### src/midi_router_pkg.sv
// Package with constants and types for the MIDI port router
`default_nettype none
package midi_router_pkg;
  localparam int BYTE_W = 8;
  localparam int NUM_SRC = 3;
  localparam int SRC_HOST = 0;
  localparam int SRC_DIN = 1;
  localparam int SRC_FOOT = 2;
  localparam logic [7:0] STATUS_MASK = 8'h80;
  localparam logic [7:0] RT_MIN = 8'hF8;
  localparam logic [7:0] BEAT_CLOCK = 8'hF8;
  localparam logic [7:0] SYSEX_END = 8'hF7;
  localparam logic [3:0] CC_NIBBLE = 4'hB;
  localparam logic [3:0] PC_NIBBLE = 4'hC;
  localparam logic [6:0] BANK_MSB_CC = 7'h00;
  localparam logic [6:0] BANK_LSB_CC = 7'h20;
  localparam int TICK_W = 32;
  localparam logic [1:0] ZERO_CNT = 2'h0;
  localparam logic [1:0] FULL_CNT = 2'h2;
  typedef enum logic [1:0] {
    MERGE_IDLE = 2'b00,
    MERGE_CORE = 2'b01,
    MERGE_FWD = 2'b10,
    MERGE_HOST = 2'b11
  } merge_state_t;
endpackage
`default_nettype wire

### src/byte_stream_if.sv
// Valid/ready byte stream interface used between router modules
`default_nettype none
interface byte_stream_if #(parameter int W = 8);
  logic valid;
  logic ready;
  logic [W-1:0] data;
  modport src (output valid, output data, input ready);
  modport snk (input valid, input data, output ready);
endinterface
`default_nettype wire

### src/skid_buffer2.sv
// Two-entry valid/ready buffer so that a receiver stall loses no byte
`default_nettype none
module skid_buffer2 #(
  parameter int W = 8
) (
  input wire logic clk, // System clock
  input wire logic srst, // Synchronous reset, active high
  byte_stream_if.snk in_s, // Filling side
  byte_stream_if.src out_s // Draining side
);
  import midi_router_pkg::*;
  logic [W-1:0] mem [2];
  logic rd_ptr;
  logic wr_ptr;
  logic [1:0] count;
  logic push;
  logic pop;

  // Handshakes on both sides; full and empty come from the count
  assign push = in_s.valid && in_s.ready;
  assign pop = out_s.valid && out_s.ready;
  assign in_s.ready = (count != FULL_CNT);
  assign out_s.valid = (count != ZERO_CNT);
  assign out_s.data = mem[rd_ptr];

  // Storage write
  always_ff @(posedge clk) begin
    if (push) begin
      mem[wr_ptr] <= in_s.data;
    end
  end

  // Pointers and occupancy
  always_ff @(posedge clk) begin
    if (srst) begin
      rd_ptr <= 1'b0;
      wr_ptr <= 1'b0;
      count <= ZERO_CNT;
    end else begin
      if (push) begin
        wr_ptr <= ~wr_ptr;
      end
      if (pop) begin
        rd_ptr <= ~rd_ptr;
      end
      if (push && !pop) begin
        count <= count + 2'h1;
      end else if (pop && !push) begin
        count <= count - 2'h1;
      end
    end
  end
endmodule
`default_nettype wire

### src/midi_port_router_merge.sv
// MIDI router: broadcast, core delivery, thru and host-bridge merge, tempo and bank tracking
`default_nettype none
module midi_port_router_merge #(
  parameter int W = 8
) (
  input wire logic CLK_SYS, // 125 MHz system clock
  input wire logic SRST, // Synchronous reset, active high
  input wire logic THRU_EN, // Thru forwarding setting
  input wire logic BRIDGE_EN, // Host bridge setting
  input wire logic CORE_TX_VALID, // Core outbound byte valid
  input wire logic [midi_router_pkg::BYTE_W-1:0] CORE_TX_DATA, // Core outbound byte
  output logic CORE_TX_READY, // Core byte accepted
  input wire logic [midi_router_pkg::NUM_SRC-1:0] SRC_VALID, // Host, input port, foot port byte valid
  input wire logic [midi_router_pkg::NUM_SRC*midi_router_pkg::BYTE_W-1:0] SRC_DATA, // Source bytes
  output logic [midi_router_pkg::NUM_SRC-1:0] SRC_READY, // Source byte accepted
  output logic CORE_RX_VALID, // Inbound byte to core
  output logic [midi_router_pkg::BYTE_W-1:0] CORE_RX_DATA, // Inbound byte
  output logic [1:0] CORE_RX_SRC, // Which source it came from
  output logic OUT_VALID, // Output port byte valid
  output logic [midi_router_pkg::BYTE_W-1:0] OUT_DATA, // Output port byte
  input wire logic OUT_READY, // Output port takes byte
  output logic DIN_BACK_VALID, // Input-port back pins byte valid
  output logic [midi_router_pkg::BYTE_W-1:0] DIN_BACK_DATA, // Input-port back pins byte
  input wire logic DIN_BACK_READY, // Back pins take byte
  output logic FOOT_TX_VALID, // Foot port byte valid
  output logic [midi_router_pkg::BYTE_W-1:0] FOOT_TX_DATA, // Foot port byte
  input wire logic FOOT_TX_READY, // Foot port takes byte
  output logic HOST_IN_VALID, // Host virtual input byte valid
  output logic [midi_router_pkg::BYTE_W-1:0] HOST_IN_DATA, // Host virtual input byte
  input wire logic HOST_IN_READY, // Host takes byte
  output logic [midi_router_pkg::TICK_W-1:0] BEAT_PERIOD, // Cycles between beat clocks
  output logic BEAT_LOCKED, // At least two beat clocks seen
  output logic [13:0] BANK_VALUE, // Retained bank select
  output logic PROG_VALID, // Program change pulse
  output logic [20:0] PROG_NUMBER // Bank and program applied
);
  import midi_router_pkg::*;

  // Output port goes through the two-entry buffer
  byte_stream_if #(.W(BYTE_W)) out_in ();
  byte_stream_if #(.W(BYTE_W)) out_buf ();
  skid_buffer2 #(.W(BYTE_W)) u_out_buf (
    .clk(CLK_SYS),
    .srst(SRST),
    .in_s(out_in),
    .out_s(out_buf)
  );

  merge_state_t state;
  logic [1:0] rr;
  logic [BYTE_W-1:0] cur_src_byte;
  logic src_sel_valid;
  logic src_is_fwd;
  logic host_pending;
  logic take_src;
  logic take_core;
  logic bcast_free;
  logic core_msg_end;
  logic src_msg_end;
  logic [BYTE_W-1:0] src_byte [NUM_SRC];
  logic rx_free;
  logic host_room;

  for (genvar g = 0; g < NUM_SRC; g++) begin : g_src
    assign src_byte[g] = SRC_DATA[g*BYTE_W +: BYTE_W];
  end

  // A forwarded message keeps the output until its source goes idle or sends a
  // real-time or end-of-exclusive byte; a gap in the owning stream stands in for
  // the end of a message, which is cheap but can cut a slow sender's message.
  assign rx_free = !CORE_RX_VALID;
  assign host_room = !HOST_IN_VALID || HOST_IN_READY;
  assign bcast_free = (!DIN_BACK_VALID || DIN_BACK_READY) && (!FOOT_TX_VALID || FOOT_TX_READY)
                      && host_room;
  assign cur_src_byte = src_byte[rr];
  assign src_sel_valid = SRC_VALID[rr];
  assign src_is_fwd = (rr == 2'(SRC_HOST)) ? BRIDGE_EN : THRU_EN;
  assign host_pending = (rr != 2'(SRC_HOST)) && BRIDGE_EN;
  // Real-time and end-of-exclusive bytes end a message; they do not cut into one another stream owns
  assign core_msg_end = (CORE_TX_DATA >= RT_MIN) || (CORE_TX_DATA == SYSEX_END);
  assign src_msg_end = (cur_src_byte >= RT_MIN) || (cur_src_byte == SYSEX_END);

  // Source byte is taken when core slot is free and all forwards have room
  // While a forward owns the output the core cannot send, so the host slot is free
  // to the owner; waiting on the core there would lock both sides up.
  assign take_src = src_sel_valid && rx_free
                    && (!src_is_fwd || (out_in.ready && state != MERGE_CORE))
                    && (!host_pending || (host_room && (!CORE_TX_VALID || state == MERGE_FWD)));
  // Core byte is broadcast when every destination has room and no source byte shares its slots
  assign take_core = CORE_TX_VALID && bcast_free && out_in.ready
                     && state != MERGE_FWD && state != MERGE_HOST
                     && !(take_src && (host_pending || src_is_fwd));
  assign SRC_READY = take_src ? (3'b001 << rr) : 3'b000;
  assign CORE_TX_READY = take_core;
  assign out_in.valid = take_core || (take_src && src_is_fwd);
  assign out_in.data = take_core ? CORE_TX_DATA : cur_src_byte;
  assign out_buf.ready = !OUT_VALID || OUT_READY;

  // Round robin over sources, held while a message from one is being forwarded
  always_ff @(posedge CLK_SYS) begin
    if (SRST) begin
      rr <= 2'h0;
    end else if ((!src_sel_valid || take_src) && !(take_src && src_is_fwd && !src_msg_end)) begin
      rr <= (rr == 2'(NUM_SRC - 1)) ? 2'h0 : rr + 2'h1;
    end
  end

  // Merge ownership: a stream keeps the output until its message ends or its stream goes idle
  always_ff @(posedge CLK_SYS) begin
    if (SRST) begin
      state <= MERGE_IDLE;
    end else begin
      case (state)
        MERGE_IDLE: begin
          if (take_core && !core_msg_end) begin
            state <= MERGE_CORE;
          end else if (take_src && src_is_fwd && !src_msg_end) begin
            state <= (rr == 2'(SRC_HOST)) ? MERGE_HOST : MERGE_FWD;
          end
        end
        MERGE_CORE: begin
          if (take_core && core_msg_end) begin
            state <= MERGE_IDLE;
          end else if (!CORE_TX_VALID) begin
            state <= MERGE_IDLE; // Core messages arrive whole; a gap ends one
          end
        end
        MERGE_FWD, MERGE_HOST: begin
          if (take_src && src_is_fwd && src_msg_end) begin
            state <= MERGE_IDLE;
          end else if (!src_sel_valid || !src_is_fwd) begin
            state <= MERGE_IDLE;
          end
        end
        default: state <= MERGE_IDLE;
      endcase
    end
  end

  // Registered destinations
  always_ff @(posedge CLK_SYS) begin
    if (SRST) begin
      OUT_VALID <= 1'b0;
      OUT_DATA <= '0;
      DIN_BACK_VALID <= 1'b0;
      DIN_BACK_DATA <= '0;
      FOOT_TX_VALID <= 1'b0;
      FOOT_TX_DATA <= '0;
      HOST_IN_VALID <= 1'b0;
      HOST_IN_DATA <= '0;
    end else begin
      if (out_buf.ready) begin
        OUT_VALID <= out_buf.valid;
        OUT_DATA <= out_buf.data;
      end
      if (take_core) begin
        DIN_BACK_VALID <= 1'b1;
        DIN_BACK_DATA <= CORE_TX_DATA;
        FOOT_TX_VALID <= 1'b1;
        FOOT_TX_DATA <= CORE_TX_DATA;
      end else begin
        if (DIN_BACK_READY) DIN_BACK_VALID <= 1'b0;
        if (FOOT_TX_READY) FOOT_TX_VALID <= 1'b0;
      end
      if (take_core) begin
        HOST_IN_VALID <= 1'b1;
        HOST_IN_DATA <= CORE_TX_DATA;
      end else if (take_src && host_pending) begin
        HOST_IN_VALID <= 1'b1;
        HOST_IN_DATA <= cur_src_byte;
      end else if (HOST_IN_READY) begin
        HOST_IN_VALID <= 1'b0;
      end
    end
  end

  // Core receive slot, fed from every source whatever the settings
  always_ff @(posedge CLK_SYS) begin
    if (SRST) begin
      CORE_RX_VALID <= 1'b0;
      CORE_RX_DATA <= '0;
      CORE_RX_SRC <= 2'h0;
    end else if (take_src) begin
      CORE_RX_VALID <= 1'b1;
      CORE_RX_DATA <= cur_src_byte;
      CORE_RX_SRC <= rr;
    end else begin
      CORE_RX_VALID <= 1'b0;
    end
  end

  // Beat-clock period measurement; follows the incoming rate with no setting
  logic [TICK_W-1:0] tick_cnt;
  logic seen_one;
  always_ff @(posedge CLK_SYS) begin
    if (SRST) begin
      tick_cnt <= '0;
      seen_one <= 1'b0;
      BEAT_PERIOD <= '0;
      BEAT_LOCKED <= 1'b0;
    end else if (take_src && cur_src_byte == BEAT_CLOCK) begin
      tick_cnt <= '0;
      seen_one <= 1'b1;
      if (seen_one) begin
        BEAT_PERIOD <= tick_cnt + TICK_W'(1);
        BEAT_LOCKED <= 1'b1;
      end
    end else if (tick_cnt != '1) begin
      tick_cnt <= tick_cnt + TICK_W'(1);
    end
  end

  // Bank select and program change tracking for inbound channel messages
  logic [BYTE_W-1:0] run_status;
  logic have_data1;
  logic [6:0] data1;
  always_ff @(posedge CLK_SYS) begin
    if (SRST) begin
      run_status <= '0;
      have_data1 <= 1'b0;
      data1 <= '0;
      BANK_VALUE <= '0;
      PROG_VALID <= 1'b0;
      PROG_NUMBER <= '0;
    end else begin
      PROG_VALID <= 1'b0;
      if (take_src && cur_src_byte < RT_MIN) begin
        if (cur_src_byte >= STATUS_MASK) begin
          run_status <= cur_src_byte;
          have_data1 <= 1'b0;
        end else if (run_status[7:4] == PC_NIBBLE) begin
          PROG_VALID <= 1'b1;
          PROG_NUMBER <= {BANK_VALUE, cur_src_byte[6:0]};
        end else if (run_status[7:4] == CC_NIBBLE) begin
          have_data1 <= !have_data1;
          data1 <= cur_src_byte[6:0];
          if (have_data1 && data1 == BANK_MSB_CC) begin
            BANK_VALUE[13:7] <= cur_src_byte[6:0];
          end else if (have_data1 && data1 == BANK_LSB_CC) begin
            BANK_VALUE[6:0] <= cur_src_byte[6:0];
          end
        end
      end
    end
  end
endmodule
`default_nettype wire

### config.mk
export PLATFORM = sky130hd
export DESIGN_NAME = midi_port_router_merge
export DESIGN_NICKNAME = d
export VERILOG_FILES = /design/src/midi_router_pkg.sv /design/src/byte_stream_if.sv /design/src/skid_buffer2.sv /design/src/midi_port_router_merge.sv
export SDC_FILE = /design/constraint.sdc
export NUM_CORES = 1
export LEC_CHECK = 0
export BUFFER_PORTS_ARGS = -buffer_cell sky130_fd_sc_hd__buf_2
export CAP_MARGIN = 10
export CORE_MARGIN = 5
export CORE_UTILIZATION = 40
export CTS_CLUSTER_SIZE = 40
export DETAILED_ROUTE_END_ITERATION = 10
export GPL_ROUTABILITY_DRIVEN = 0
export PLACE_DENSITY = 0.7
export SYNTH_ARGS = -nofsm -noshare
export SYNTH_HDL_FRONTEND = slang
export SYNTH_SLANG_ARGS = --single-unit
export TNS_END_PERCENT = 100
### constraint.sdc
create_clock -name CLK_SYS -period 2.7 [get_ports CLK_SYS]
set_clock_uncertainty 0.2 [all_clocks]
set_input_delay 0.27 -clock CLK_SYS [delete_from_list [all_inputs] [get_ports CLK_SYS]]
set_output_delay 0.27 -clock CLK_SYS [all_outputs]
set_load 0.03 [all_outputs]
* Word level (Yosys, flattened, before mapping)
Memory sizes are Yosys's and may differ from the RTL's. A register that Yosys moved wholly into a read port is not among the register bits. Index checks and enable logic that the tools add are counted.
Word-level totals: bits in registers 157, RAM bits 16, bits of input ports 44, output and inout port bits 120, logic and storage cells 178, memories 1
Memories:
- u_out_buf.mem | depth 2, bits a word 8, rd ports 1, clocked after memory_dff 1, write ports 1, line skid_buffer2.sv:12 | logic [W-1:0] mem [2];
Cells by class: $add $sub $neg 4, order comparisons 6, equal/unequal tests 19, shift operators 1, mux-type cells 35, bitwise operators 7, reductions and logical operators 80
Operators with widths (count):
- $mux 8 | 5
- $add 32x1->32 const B | 1
- $ne 32x32->1 const B | 1
- $logic_and 1x1->1 | 29
- $eq 8x8->1 const B | 3
- $ge 8x8->1 const B | 3
- $mux 2 | 9
- $mux 1 | 17
- $bmux 8 s2 | 1
- $logic_not 1->1 | 16
- $reduce_bool 2->1 | 7
- $logic_or 1x1->1 | 13
- $ne 3x3->1 const B | 3
- $reduce_and 3->1 | 3
- $eq 4x4->1 const B | 2
- $lt 8x8->1 const B | 1
- $ne 2x2->1 const B | 4
- $eq 7x6->1 const B | 1
- $logic_not 7->1 | 1
- $eq 2x2->1 const B | 3
- $not 1->1 | 6
- $pmux 2 s3 | 1
- $reduce_and 6->1 | 1
- $reduce_and 5->1 | 1
- 16 further kinds | 20

* Depth between registers and ports, before layout
Gate-level depths: netlist of the first run.
depth after elaboration 15, mapped depth 12, mapped depth without buffers 10

* Cells and area by module
Synthesis of the first run repeated with hierarchy kept, for this count alone.
Second synthesis, totals: cells, all modules 784, area total of the unflattened synthesis 7378.3 sq um
By module, submodules not included:
- midi_port_router_merge | instances 1, cells each 735, area an instance 6580.1 sq um, seq. area each 3143.0 sq um
- skid_buffer2 | instances 1, cells each 49, area an instance 798.3 sq um, seq. area each 580.6 sq um

* Worst setup path after synthesis of the first run
Ideal clock, no wire load.
kind register to register, from register HOST_IN_VALID, to register u_out_buf.count[1], library setup time 0.070 ns, arrival 2.435 ns, required time 2.430 ns, setup slack -0.005 ns, cell stages (with the launch flop) 11, path buffers 1, period minus slack after synthesis 2.705 ns, cells stage by stage dfxtp_1 > nor2b_1 > a21o_1 > and3_4 > buf_6 > nor2_2 > a22oi_1 > inv_1 > ha_1 > or3_1 > a21oi_1
Between the ends: word-level cells in the longest chain between the ends 13, elaborated cells between the ends (all ways) 21, classes of those cells mux: 1; reduce/logical: 20
Ends and longest elaborated chain:
- start, declared | line midi_port_router_merge.sv:28 | output logic HOST_IN_VALID,
- start signal, assigned | line midi_port_router_merge.sv:149 | HOST_IN_VALID <= 1'b0;
- start signal, assigned | line midi_port_router_merge.sv:166 | HOST_IN_VALID <= 1'b1;
- start signal, assigned | line midi_port_router_merge.sv:169 | HOST_IN_VALID <= 1'b1;
- $logic_not 1->1 (*) | line midi_port_router_merge.sv:72 | assign host_room = !HOST_IN_VALID || HOST_IN_READY;
- $logic_or 1x1->1 (*) | line midi_port_router_merge.sv:72
- $logic_and 1x1->1, on equally long branches | line midi_port_router_merge.sv:74, midi_port_router_merge.sv:88
- $logic_and 1x1->1 / $logic_or 1x1->1 (equally long branches) | line midi_port_router_merge.sv:90, midi_port_router_merge.sv:88
- $logic_and 1x1->1, on equally long branches | line midi_port_router_merge.sv:90, midi_port_router_merge.sv:88
- $logic_and 1x1->1, on equally long branches | line midi_port_router_merge.sv:91, midi_port_router_merge.sv:92
- $logic_and 1x1->1 / $logic_not 1->1 (equally long branches) | line midi_port_router_merge.sv:91, midi_port_router_merge.sv:92
- $logic_and 1x1->1 | line midi_port_router_merge.sv:92 | && !(take_src && (host_pending || src_is_fwd));
- $logic_or 1x1->1 (*) | line midi_port_router_merge.sv:95 | assign out_in.valid = take_core || (take_src && src_is_fwd);
- $logic_and 1x1->1 (*) | line skid_buffer2.sv:20 | assign push = in_s.valid && in_s.ready;
- via u_out_buf.push | line skid_buffer2.sv:16 | logic push;
- $logic_not 1->1 | line skid_buffer2.sv:48 | end else if (pop && !push) begin
- $logic_and 1x1->1 | line skid_buffer2.sv:48
- $reduce_bool 2->1 (no source line)
- end signal, assigned | line skid_buffer2.sv:47 | count <= count + 2'h1;
- end signal, assigned | line skid_buffer2.sv:49 | count <= count - 2'h1;
- end, declared | line skid_buffer2.sv:15 | logic [1:0] count;
The timed path passes the listed nets; every way through them passes the cells marked *. A chain may end at the register's enable or synchronous reset.

* Worst setup path in the final report of the first run
from register rr[1], to output SRC_READY[2] in the netlist's numbering
Between the ends: word-level cells in the longest chain between the ends 7, elaborated cells between the ends (all ways) 15, classes of those cells shift: 1; mux: 4; reduce/logical: 10
Ends and longest elaborated chain:
- start, declared | line midi_port_router_merge.sv:50 | logic [1:0] rr;
- start signal, assigned | line midi_port_router_merge.sv:104 | rr <= (rr == 2'(NUM_SRC - 1)) ? 2'h0 : rr + 2'h1;
- $logic_not 2->1 | line midi_port_router_merge.sv:77 | assign src_is_fwd = (rr == 2'(SRC_HOST)) ? BRIDGE_EN : THRU_EN;
- $mux 1 | line midi_port_router_merge.sv:77
- $logic_not 1->1 | line midi_port_router_merge.sv:87 | && (!src_is_fwd || (out_in.ready && state != MERGE_CORE))
- $logic_or 1x1->1 | line midi_port_router_merge.sv:87
- $logic_and 1x1->1 | line midi_port_router_merge.sv:87
- $logic_and 1x1->1 | line midi_port_router_merge.sv:88 | && (!host_pending || (host_room && (!CORE_TX_VALID || state == MERGE_FWD)));
- $mux 3 (*) | line midi_port_router_merge.sv:93 | assign SRC_READY = take_src ? (3'b001 << rr) : 3'b000;
- end, declared | line midi_port_router_merge.sv:15 | output logic [midi_router_pkg::NUM_SRC-1:0] SRC_READY,
Mark *: on every way between the ends. The rest lies on a longest branch, timed or not. The select of a mux whose other input is x is not followed.

==> results of run 1 <==
-- worst min-delay path: cells and delay by family --
kind                   cells  cell delay, ns
AND/OR/NAND/NOR            1            0.06
buffers and inverters      1            0.14
AO/OA/AOI/OAI              2            0.17
-- cells in the mapped netlist (all sizes together), types with 3 or more instances --
cell     instances  area, µm²
a211oi          10      75.07
a21boi          26      195.2
a21oi           78      394.1
a221o            7      70.07
a31oi            6      37.54
and2             4      27.53
and3             6      47.54
and4            13      116.4
buf             38      319.1
clkbuf          36      136.4
dfxtp          161       3223
edfxtp          16      480.5
inv              9      33.78
mux2             8      90.09
mux2i           39      390.4
nand2           19      81.33
nand2b           8      50.05
nand3           47      240.2
nand4           13      112.6
nor2            71      269.0
nor2b            8      57.55
nor3            66      330.3
nor3b            3      27.52
nor4            16      121.4
nor4b            3      47.54
o21a            27      202.7
o21ai           36      183.9
o2bb2ai          8      107.6
or3              6      37.54
xnor2           17      148.9
xor2            17      148.9
-- worst paths after layout --
check / startpoint / to / slack, ns
setup / recovery: rr[1] / SRC_READY[2] / 0.07
hold / removal: CORE_TX_VALID / state[0] / 0.04
setup reg to reg: rr[1] / u_out_buf.count[1] / 0.12
hold reg to reg: CORE_RX_SRC[0] / CORE_RX_SRC[0] / 0.26
-- flip-flops by register name (all words and copies together) (netlist names), 7 cells and up --
register and count:
BEAT_PERIOD 32, BANK_VALUE 14, FOOT_TX_DATA 8, HOST_IN_DATA 8, CORE_RX_DATA 8, OUT_DATA 8
data1 7, tick_cnt 32, PROG_NUMBER 21, u_out_buf.mem 16
-- cells by family (layout without fill, tap and decap cells) --
group / Yosys count / in the layout
and+or+nand+nor: 290 / 290
xor gates and xnor gates: 34 / 34
buffers and inverters: 83 / 272
AOI/OAI and AO/OA: 214 / 214
muxes: 47 / 47
adders and majority gates: 2 / 2
DFF: 177 / 177
-- area by class of cell --
cell class,count,area share
clock buffer,17,0.04253
clock inverter,15,0.01626
inverter,9,0.003378
multi-input combinational,587,0.3953
sequential,177,0.3712
tap,270,0.03378
timing repair buffer,231,0.1376
-- timing repair --
item                                    CTS  global route
gates resized for setup                  13            16
buffers inserted                          1             6
endpoints found under the hold margin    24             0
endpoints found under the setup margin    3            12
gates cloned                              0             0
hold buffers                             11             0
-- through the flow --
step,hold WS [ns],instance area (µm²)
floorplan,0.2177,8069
global route,0.04082,10000
global placement,0.2412,9150
CTS,0.009348,9897
finish,0.03513,10000
detailed placement,0.2484,9150
-- routing by layer --
metal / routed length, µm / GRT usage
met5: 0 / 0
met4: 367 / 0.05479
met3: 1256 / 0.04579
met2: 10910 / 0.3215
met1: 10190 / 0.2489
-- power by group through the flow --
stage          Clock, mW  Sequential [mW]  Combinational [mW]
3_3_place_gp           0             3.40                3.45
4_1_cts             2.53             3.36                3.57
2_1_floorplan          0             3.71                2.07
6_report            2.49             3.37                3.70
3_5_place_dp           0             3.40                3.49
5_1_grt             2.66             3.43                3.98
==> results.md, run 1 <==
* Status: completed
* Endpoints failing setup at 0
* Die area at 23,110 µm²
* Worst R2R Path Depth at 11
* Worst Hold Depth at 4
* Clock power share at 0.261
* First-iteration detailed-routing DRC count at 444
* Drt total wl at 22,720 µm
* Port bufs at 163
* Area fraction in compound gates after synthesis at 0.1785
* Startpoint Class: register
* Largest delay share family, worst path: simple AND/OR/NAND/NOR gates
* Final net count at 1,069
* Cell count along the critical path at 9
* Critical path arrival at 2.16 ns
* Worst-path clk slew at 0.07 ns
* CTS Root Cell: clkbuf_16
* Post-synth EDFFs at 16
* DR pass1 iterations at 5
* Number of global-route vias before repair at 6,947
* Hpwl dp at 15,560 µm
* Post-synthesis cell count at 847
* Crit path cell chain: buf_4 > or3b_1 > a2bb2o_4 > nand3b_2 > nor2_2 > buf_6 > nand2_2 > inv_1 > buf_4
* CORE AREA at 20,040 µm²
* Dpl cells at 1,256
* Worst hold path class: input port to register
* Register area share after synthesis at 0.4591
* Power Density at 956.6 nW/µm²
* Synth cell types at 75
* CP most frequent cell: buf_4
* Flops & latches, synth at 177
* DRC at 0
* Post-synth ARST share at 0
* CTS tree: done
* Slowest-stage cell, CP: or3b_1
* Simple-Gate Fraction of Synth Area at 0.2021
* FF/Latch Area at 3712 µm²
* Ant. Diodes at 0
* Combinational share of power at 0.387
* Most frequent cells in the layout: 160 x buf_2, 156 x dfxtp_1, 76 x a21oi_1
* Slew Limit Fails at 0
* CP Capture Type: primary output
* CP required at 2.23 ns
* Clk sinks at 177
* Combinational family with the most area after synthesis: simple AND/OR/NAND/NOR gates
* Switching share of total power at 0.3975
* Pint at 5.765 mW
* Commonest non-fill, non-tap cell in the layout: buf_2
* Worst Path Buf+Inv at 4
* H-tree Lvls at 4
* Ys flop type: dfxtp_1
* GRT Overall Usage at 0.1923
* Largest net degree at the start of global routing at 50
* Final worst setup slack at 0.07333 ns
* Slew at the pin with the worst max-slew slack at 0.8039 ns
* Util after Layout at 0.4991
* Multi-input gate area at 3954 µm²
* DR vias at 7,063
* CTS Buf Count at 17
* Fill count at 1,912
* Grt ovf at 0
* Psw at 3.803 mW
* CP Max Fanout at 5
* Layout area overhead at 24.00%
* Xor and xnor area share after synthesis at 0.03692
* Synth Area per Inst at 9.524 µm²
* Maximum vdd drop at 0.5051 mV
* Vert. Die Dim at 152.0 µm
* Peak per-stage delay on the critical path at 0.38 ns
* Rel. slew slack at 0.4599
* Post-synthesis mux area share at 0.05956
* Setup TNS at 0 ns
* Leak at 4.131 nW
* Fin crit share at 0.9728
* Final Non-Filler Cells at 1,306
* Initial Util at 0.4025
* Synth Area in Adders at 0.003102
* Synth Warn # at 0
* Design Power at 9.568 mW
* Number of core rows at 52
* Post-synthesis cell area at 8066 µm²
* Final Hold Vio Count at 0
* I/O pin count at 164
* Peak Freq at 380.7 MHz
* Routed len/inst at 17.40 µm
* Initial antenna violation count at 0
* Clock Path Buffers at 2
* First-pass GRT wire length at 36,610 µm
* Sequential Power Share at 0.353
* Layout cells sized above 1 at 0.3002
* Worst skew pair latency at 0.43 ns
* Via/cell ratio at 5.408
* Syn_nets at 893
* Die width at 152.0 µm
* Final ANT Viol Nets at 0
* Fin crit period at 2.627 ns
* CP Class: register to primary output
* Pre-CTS worst setup slack at 0.09769 ns
* Max_cap viols at 0
No activity file was read; power rests on OpenSTA's default activity.
==> run 2, diff against run 1 <==
--- a/config.mk
+++ b/config.mk
@@ -5,6 +5,7 @@
 export SDC_FILE = /design/constraint.sdc
 export NUM_CORES = 1
 export LEC_CHECK = 0
+export ABC_AREA = 1
 export BUFFER_PORTS_ARGS = -buffer_cell sky130_fd_sc_hd__buf_2
 export CAP_MARGIN = 10
 export CORE_MARGIN = 5
==> results.md, run 2 <==
* CP most frequent cell: inv_4
* First-iteration detailed-routing DRC count at 430
* Initial Util at 0.4086
* Post-synth ARST share at 0
* Post-synthesis mux area share at 0
* Peak per-stage delay on the critical path at 0.40 ns
* Worst R2R Start: rr[1]
* Setup TNS at 0 ns
* CP Capture Type: primary output
* Synth Area per Inst at 7.900 µm²
* FF-to-FF End: PROG_NUMBER[4]
* Xor and xnor area share after synthesis at 0.03415
* Slew at the pin with the worst max-slew slack at 0.6520 ns
* Fin Hold WS at 0.04156 ns
* Status: completed
* Die area at 22,110 µm²
* First-pass GRT wire length at 32,150 µm
* Final Hold Vio Count at 0
* Number of global-route vias before repair at 6,521
* R2R Setup Slk at 0.30 ns
* Clk sinks at 177
* Post-synthesis cell area at 7695 µm²
* Fin crit period at 2.552 ns
* Most frequent cells in the layout: 163 x buf_2, 159 x dfxtp_1, 151 x nand2_1
* Slew Limit Fails at 0
* Ys flop type: dfxtp_1
* GRT Overall Usage at 0.1791
* Synth Area in Adders at 0.003252
* Rel. slew slack at 0.5647
* CORE AREA at 18,830 µm²
* Syn_nets at 1,020
* Endpoints failing setup at 0
* Critical path arrival at 2.08 ns
* Via/cell ratio at 4.814
* Routed len/inst at 13.91 µm
* Register area share after synthesis at 0.4813
* CTS tree: done
* Leak at 4.241 nW
* Drt total wl at 19,590 µm
* Top cells by area, synth: dfxtp_1 42%, nand2_1 7.4%, a21oi_1 6.2%
* Fin crit share at 0.9453
* Number of core rows at 50
* Design Power at 8.643 mW
* Slowest-stage cell, CP: dfxtp_4
* RSZ-0062 raised after global routing: no
* Crit path cell chain: inv_4 > nand2_8 > nand2_4 > nand3_2 > nand2_1 > inv_1 > nand3_1 > nand2_2 > buf_4 > inv_4 > buf_2
* Simple-Gate Fraction of Synth Area at 0.2161
* I/O pin count at 164
* Area leader, netlist: dfxtp_1
* Layout area overhead at 22.42%
* Pre-CTS worst setup slack at 0.1314 ns
* Synth top area share at 0.4189
* Synth Warn # at 0
* Final instance area at 9420 µm²
* Commonest cells in the synthesized netlist: 161 x dfxtp_1, 151 x nand2_1, 124 x nor2_1
* Port bufs at 163
* Final worst setup slack at 0.1477 ns
* Count leader, synth: dfxtp_1
* Maximum vdd drop at 0.5733 mV
* Combinational family with the most area after synthesis: simple AND/OR/NAND/NOR gates
* DRC at 0
* Startpoint Class: register
* Area fraction in compound gates after synthesis at 0.1605
* Flops & latches, synth at 177
* Post-synthesis cell count at 974
* Worst hold path class: input port to register
* Peak Freq at 391.8 MHz
* CTS Root Cell: clkbuf_16
* Final ANT Viol Nets at 0
* Worst-path clk slew at 0.07 ns
* Worst R2R Path Depth at 14
* Worst skew pair latency at 0.43 ns
* Initial antenna violation count at 0
* DR pass1 iterations at 5
* DR vias at 6,778
* FF/Latch Area at 3711 µm²
* Placed cell areas at 8718 µm²
* Multi-input gate area at 3191 µm²
* H-tree Lvls at 4
* Grt ovf at 0
* Vert. Die Dim at 148.7 µm
* Die width at 148.7 µm
* CP Class: register to primary output
* Commonest non-fill, non-tap cell in the layout: buf_2
* CP Max Fanout at 17
* Synth cell types at 42
* Clock Path Buffers at 2
* CTS Buf Count at 17
* Largest registers: BEAT_PERIOD (32), tick_cnt (32), PROG_NUMBER (21)
* Layout cells sized above 1 at 0.2317
* Power Density at 917.5 nW/µm²
* Worst Hold Depth at 6
* Ant. Diodes at 0
* CP required at 2.23 ns
* Max_cap viols at 0
* Final net count at 1,181
* Hold wc startpoint: HOST_IN_READY
* Fill count at 1,821
* Post-synth EDFFs at 16
* Hpwl dp at 14,090 µm
* Hold EP: HOST_IN_VALID
* Largest net degree at the start of global routing at 66
==> run 2: through the flow <==
step | cells | util
after global routing | 1408 | 0.5003
after CTS | 1406 | 0.4987
after floorplan | 974 | -
after global placement | 1364 | 0.4630
final | 1408 | 0.5003
after detailed placement | 1364 | 0.4630
==> run 2: worst max-delay path by stage <==
stage | start | cells past startpoint | slack (ns) | to
6_report | rr[1] | 11 | 0.15 | CORE_TX_READY
5_1_grt | rr[1] | 11 | 0.02 | CORE_TX_READY
4_1_cts | rr[0] | 10 | 0.01 | CORE_TX_READY
3_5_place_dp | rr[1] | 13 | 0.13 | u_out_buf.count[1]
3_3_place_gp | rr[1] | 13 | 0.19 | u_out_buf.count[1]
2_1_floorplan | rr[1] | 11 | 0.40 | u_out_buf.mem[1][0]
==> run 2: what timing repair did <==
| item | 4_1_cts | 5_1_grt |
|---|---|---|
| setup endpoints to repair | 2 | 2 |
| hold endpoints to repair | 10 | 0 |
| hold buffers | 10 | 0 |
| resized for setup | 3 | 7 |
| pin swaps | 0 | 1 |
| setup buffers | 0 | 2 |
==> run 2: final cells by class <==
type,count,share of cell area
clock buffer,23,0.05286
clock inverter,9,0.007305
inverter,126,0.05127
multi-input combinational,618,0.3387
sequential,177,0.3939
tap,260,0.03453
timing repair buffer,195,0.1214
==> run 2: where the power goes <==
group          internal, mW  switching (mW)
Sequential             3.14           0.258
Combinational         0.847            2.04
Clock                  1.31            1.05
Total                  5.30            3.34
==> run 2: cell families after synthesis <==
| group | count (synthesis) |
|---|---|
| simple gates | 364 |
| compound gates | 222 |
| buf+inv | 179 |
| flops | 177 |
| xor+xnor | 30 |
| fa+ha+maj | 2 |
==> run 2: critical path: cells and delay by family, from the launching register on <==
kind,cells,cell delay [ns]
buffers and inverters,5,0.78
flip-flops,1,0.40
AND/OR/NAND/NOR,6,0.48
==> run 2: layer usage <==
layer  vias up  global-route usage  wire length (µm)
met4         0             0.04573               235
met2       185              0.3137              9676
met5         -                   0                 0
met3        26             0.04875              1126
met1      3102              0.2178              8549
li1       3465                   -                 -
==> run 3, diff against run 2 <==
--- a/config.mk
+++ b/config.mk
@@ -5,15 +5,15 @@
 export SDC_FILE = /design/constraint.sdc
 export NUM_CORES = 1
 export LEC_CHECK = 0
-export ABC_AREA = 1
+export ABC_AREA = 0
 export BUFFER_PORTS_ARGS = -buffer_cell sky130_fd_sc_hd__buf_2
 export CAP_MARGIN = 10
 export CORE_MARGIN = 5
-export CORE_UTILIZATION = 40
+export CORE_UTILIZATION = 50
 export CTS_CLUSTER_SIZE = 40
 export DETAILED_ROUTE_END_ITERATION = 10
 export GPL_ROUTABILITY_DRIVEN = 0
-export PLACE_DENSITY = 0.7
+export PLACE_DENSITY = 0.83
 export SYNTH_ARGS = -nofsm -noshare
 export SYNTH_HDL_FRONTEND = slang
 export SYNTH_SLANG_ARGS = --single-unit
==> results.md, run 3 (synthesis gave the netlist of run 1 again) <==
* Clk sinks at 177
* Peak per-stage delay on the critical path at 0.38 ns
* Final ANT Viol Nets at 0
* Largest delay share family, worst path: compound AO/OA/AOI/OAI gates
* Largest registers: BEAT_PERIOD (32), tick_cnt (32), PROG_NUMBER (21)
* Largest net degree at the start of global routing at 53
* CP Class: register to primary output
* H-tree Lvls at 4
* Final instance area at 9793 µm²
* Slew Limit Fails at 0
* Routed len/inst at 17.83 µm
* Fin Hold WS at 0.02115 ns
* Number of global-route vias before repair at 6,796
* Port bufs at 163
* Number of core rows at 46
* Switching share of total power at 0.3848
* Vert. Die Dim at 137.0 µm
* Layout cells sized above 1 at 0.2815
* Via/cell ratio at 5.690
* Worst skew pair latency at 0.43 ns
* Fin crit period at 2.623 ns
* GRT Overall Usage at 0.2325
* CTS Buf Count at 17
* Slowest-stage cell, CP: dfxtp_4
* Psw at 3.649 mW
* FF/Latch Area at 3709 µm²
* Sequential Power Share at 0.357
* Final Hold Vio Count at 0
* DR vias at 7,050
* Hpwl dp at 14,890 µm
* First-iteration detailed-routing DRC count at 504
* RSZ-0062 raised after global routing: yes
* Die area at 18,770 µm²
* Endpoints failing setup at 0
* Commonest non-fill, non-tap cell in the layout: buf_2
* Max_cap viols at 0
* Ant. Diodes at 0
* Slew at the pin with the worst max-slew slack at 0.8492 ns
* Fill count at 1,317
* DRC at 0
* CP Max Fanout at 17
* Grt ovf at 0
* Crit path cell chain: mux2i_2 > o21ai_2 > nand2b_1 > a21o_1 > buf_6 > nand2_4 > inv_1 > buf_2
* Die width at 137.0 µm
* Placed cell areas at 8985 µm²
* Pint at 5.835 mW
* Clock power share at 0.265
* CP Capture Type: primary output
* CP required at 2.23 ns
* Initial antenna violation count at 0
* Drt total wl at 22,100 µm
* Rel. slew slack at 0.4295
* Clock Path Buffers at 2
* Leak at 4.068 nW
* Final worst setup slack at 0.07744 ns
* Final net count at 1,056
* Most frequent cells in the layout: 162 x buf_2, 159 x dfxtp_1, 76 x a21oi_1
* Peak Freq at 381.3 MHz
* Multi-input gate area at 3918 µm²
* Pre-CTS worst setup slack at 0.06610 ns
* Worst Path Buf+Inv at 3
* Critical path arrival at 2.15 ns
* Setup TNS at 0 ns
* Startpoint Class: register
* DR pass1 iterations at 8
* Worst-path clk slew at 0.07 ns
* I/O pin count at 164
* CTS tree: done
* Initial Util at 0.5096
* Fin crit share at 0.9713
* Combinational share of power at 0.378
* Power Density at 968.4 nW/µm²
* CTS Root Cell: clkbuf_16
* Status: completed
* Worst hold path class: input port to register
* First-pass GRT wire length at 34,540 µm
* CORE AREA at 15,830 µm²
* Design Power at 9.484 mW
* Maximum vdd drop at 0.6301 mV
* Layout area overhead at 21.41%
## run 3: repair_timing
item,CTS,global route
pin swaps,0,1
cloned,0,0
resized for setup,7,9
setup buffers,0,7
hold buffers,11,0
endpoints found under the hold margin,12,0
setup endpoints to repair,2,19
## run 3: worst paths after layout
| check | cells after the start | slack, ns | to | startpoint |
|---|---|---|---|---|
| max | 8 | 0.08 | CORE_TX_READY | rr[1] |
| min | 2 | 0.02 | data1[6] | SRST |
| max reg2reg | 9 | 0.08 | u_out_buf.count[1] | rr[1] |
| min reg2reg | 2 | 0.27 | PROG_NUMBER[12] | PROG_NUMBER[12] |
## run 3: power groups by stage
stage	Combinational [mW]	Sequential, mW	Clock, mW
after floorplan	2.07	3.71	0
after global placement	3.32	3.39	0
after detailed placement	3.38	3.41	0
after CTS	3.43	3.37	2.54
after global routing	3.84	3.42	2.64
final	3.59	3.39	2.51
## run 3: worst reg2reg max path: cells and delay by family (launching register included)
family / cells / cell delay [ns]
adder cells (fa/ha/maj): 1 / 0.32
buffers and inverters: 1 / 0.09
AO/OA/AOI/OAI: 4 / 0.87
flip-flops: 1 / 0.38
multiplexers: 1 / 0.16
AND/OR/NAND/NOR: 2 / 0.53
## run 3: layout make-up
class                   instances  share of cell area
clock buffers                  18             0.04382
clock inverters                14             0.01674
inverters                       9            0.003450
multi-input cells             587              0.4000
flip-flops and latches        177              0.3787
well taps                     216             0.02760
repair buffers                218              0.1297
## run 3: per-stage QoR
step           utilization  instances
6_report            0.6187       1239
5_1_grt             0.6187       1239
4_1_cts             0.6134       1232
3_5_place_dp        0.5677       1189
3_3_place_gp        0.5677       1189
2_1_floorplan            -        847
## run 3: routing by layer
metal / vias to the layer above / track usage / wire [µm]
met5: - / 0 / 0
met3: 33 / 0.05368 / 1565
li1: 3397 / - / -
met4: 0 / 0.08758 / 444
met1: 3362 / 0.2855 / 9040
met2: 258 / 0.3967 / 11050
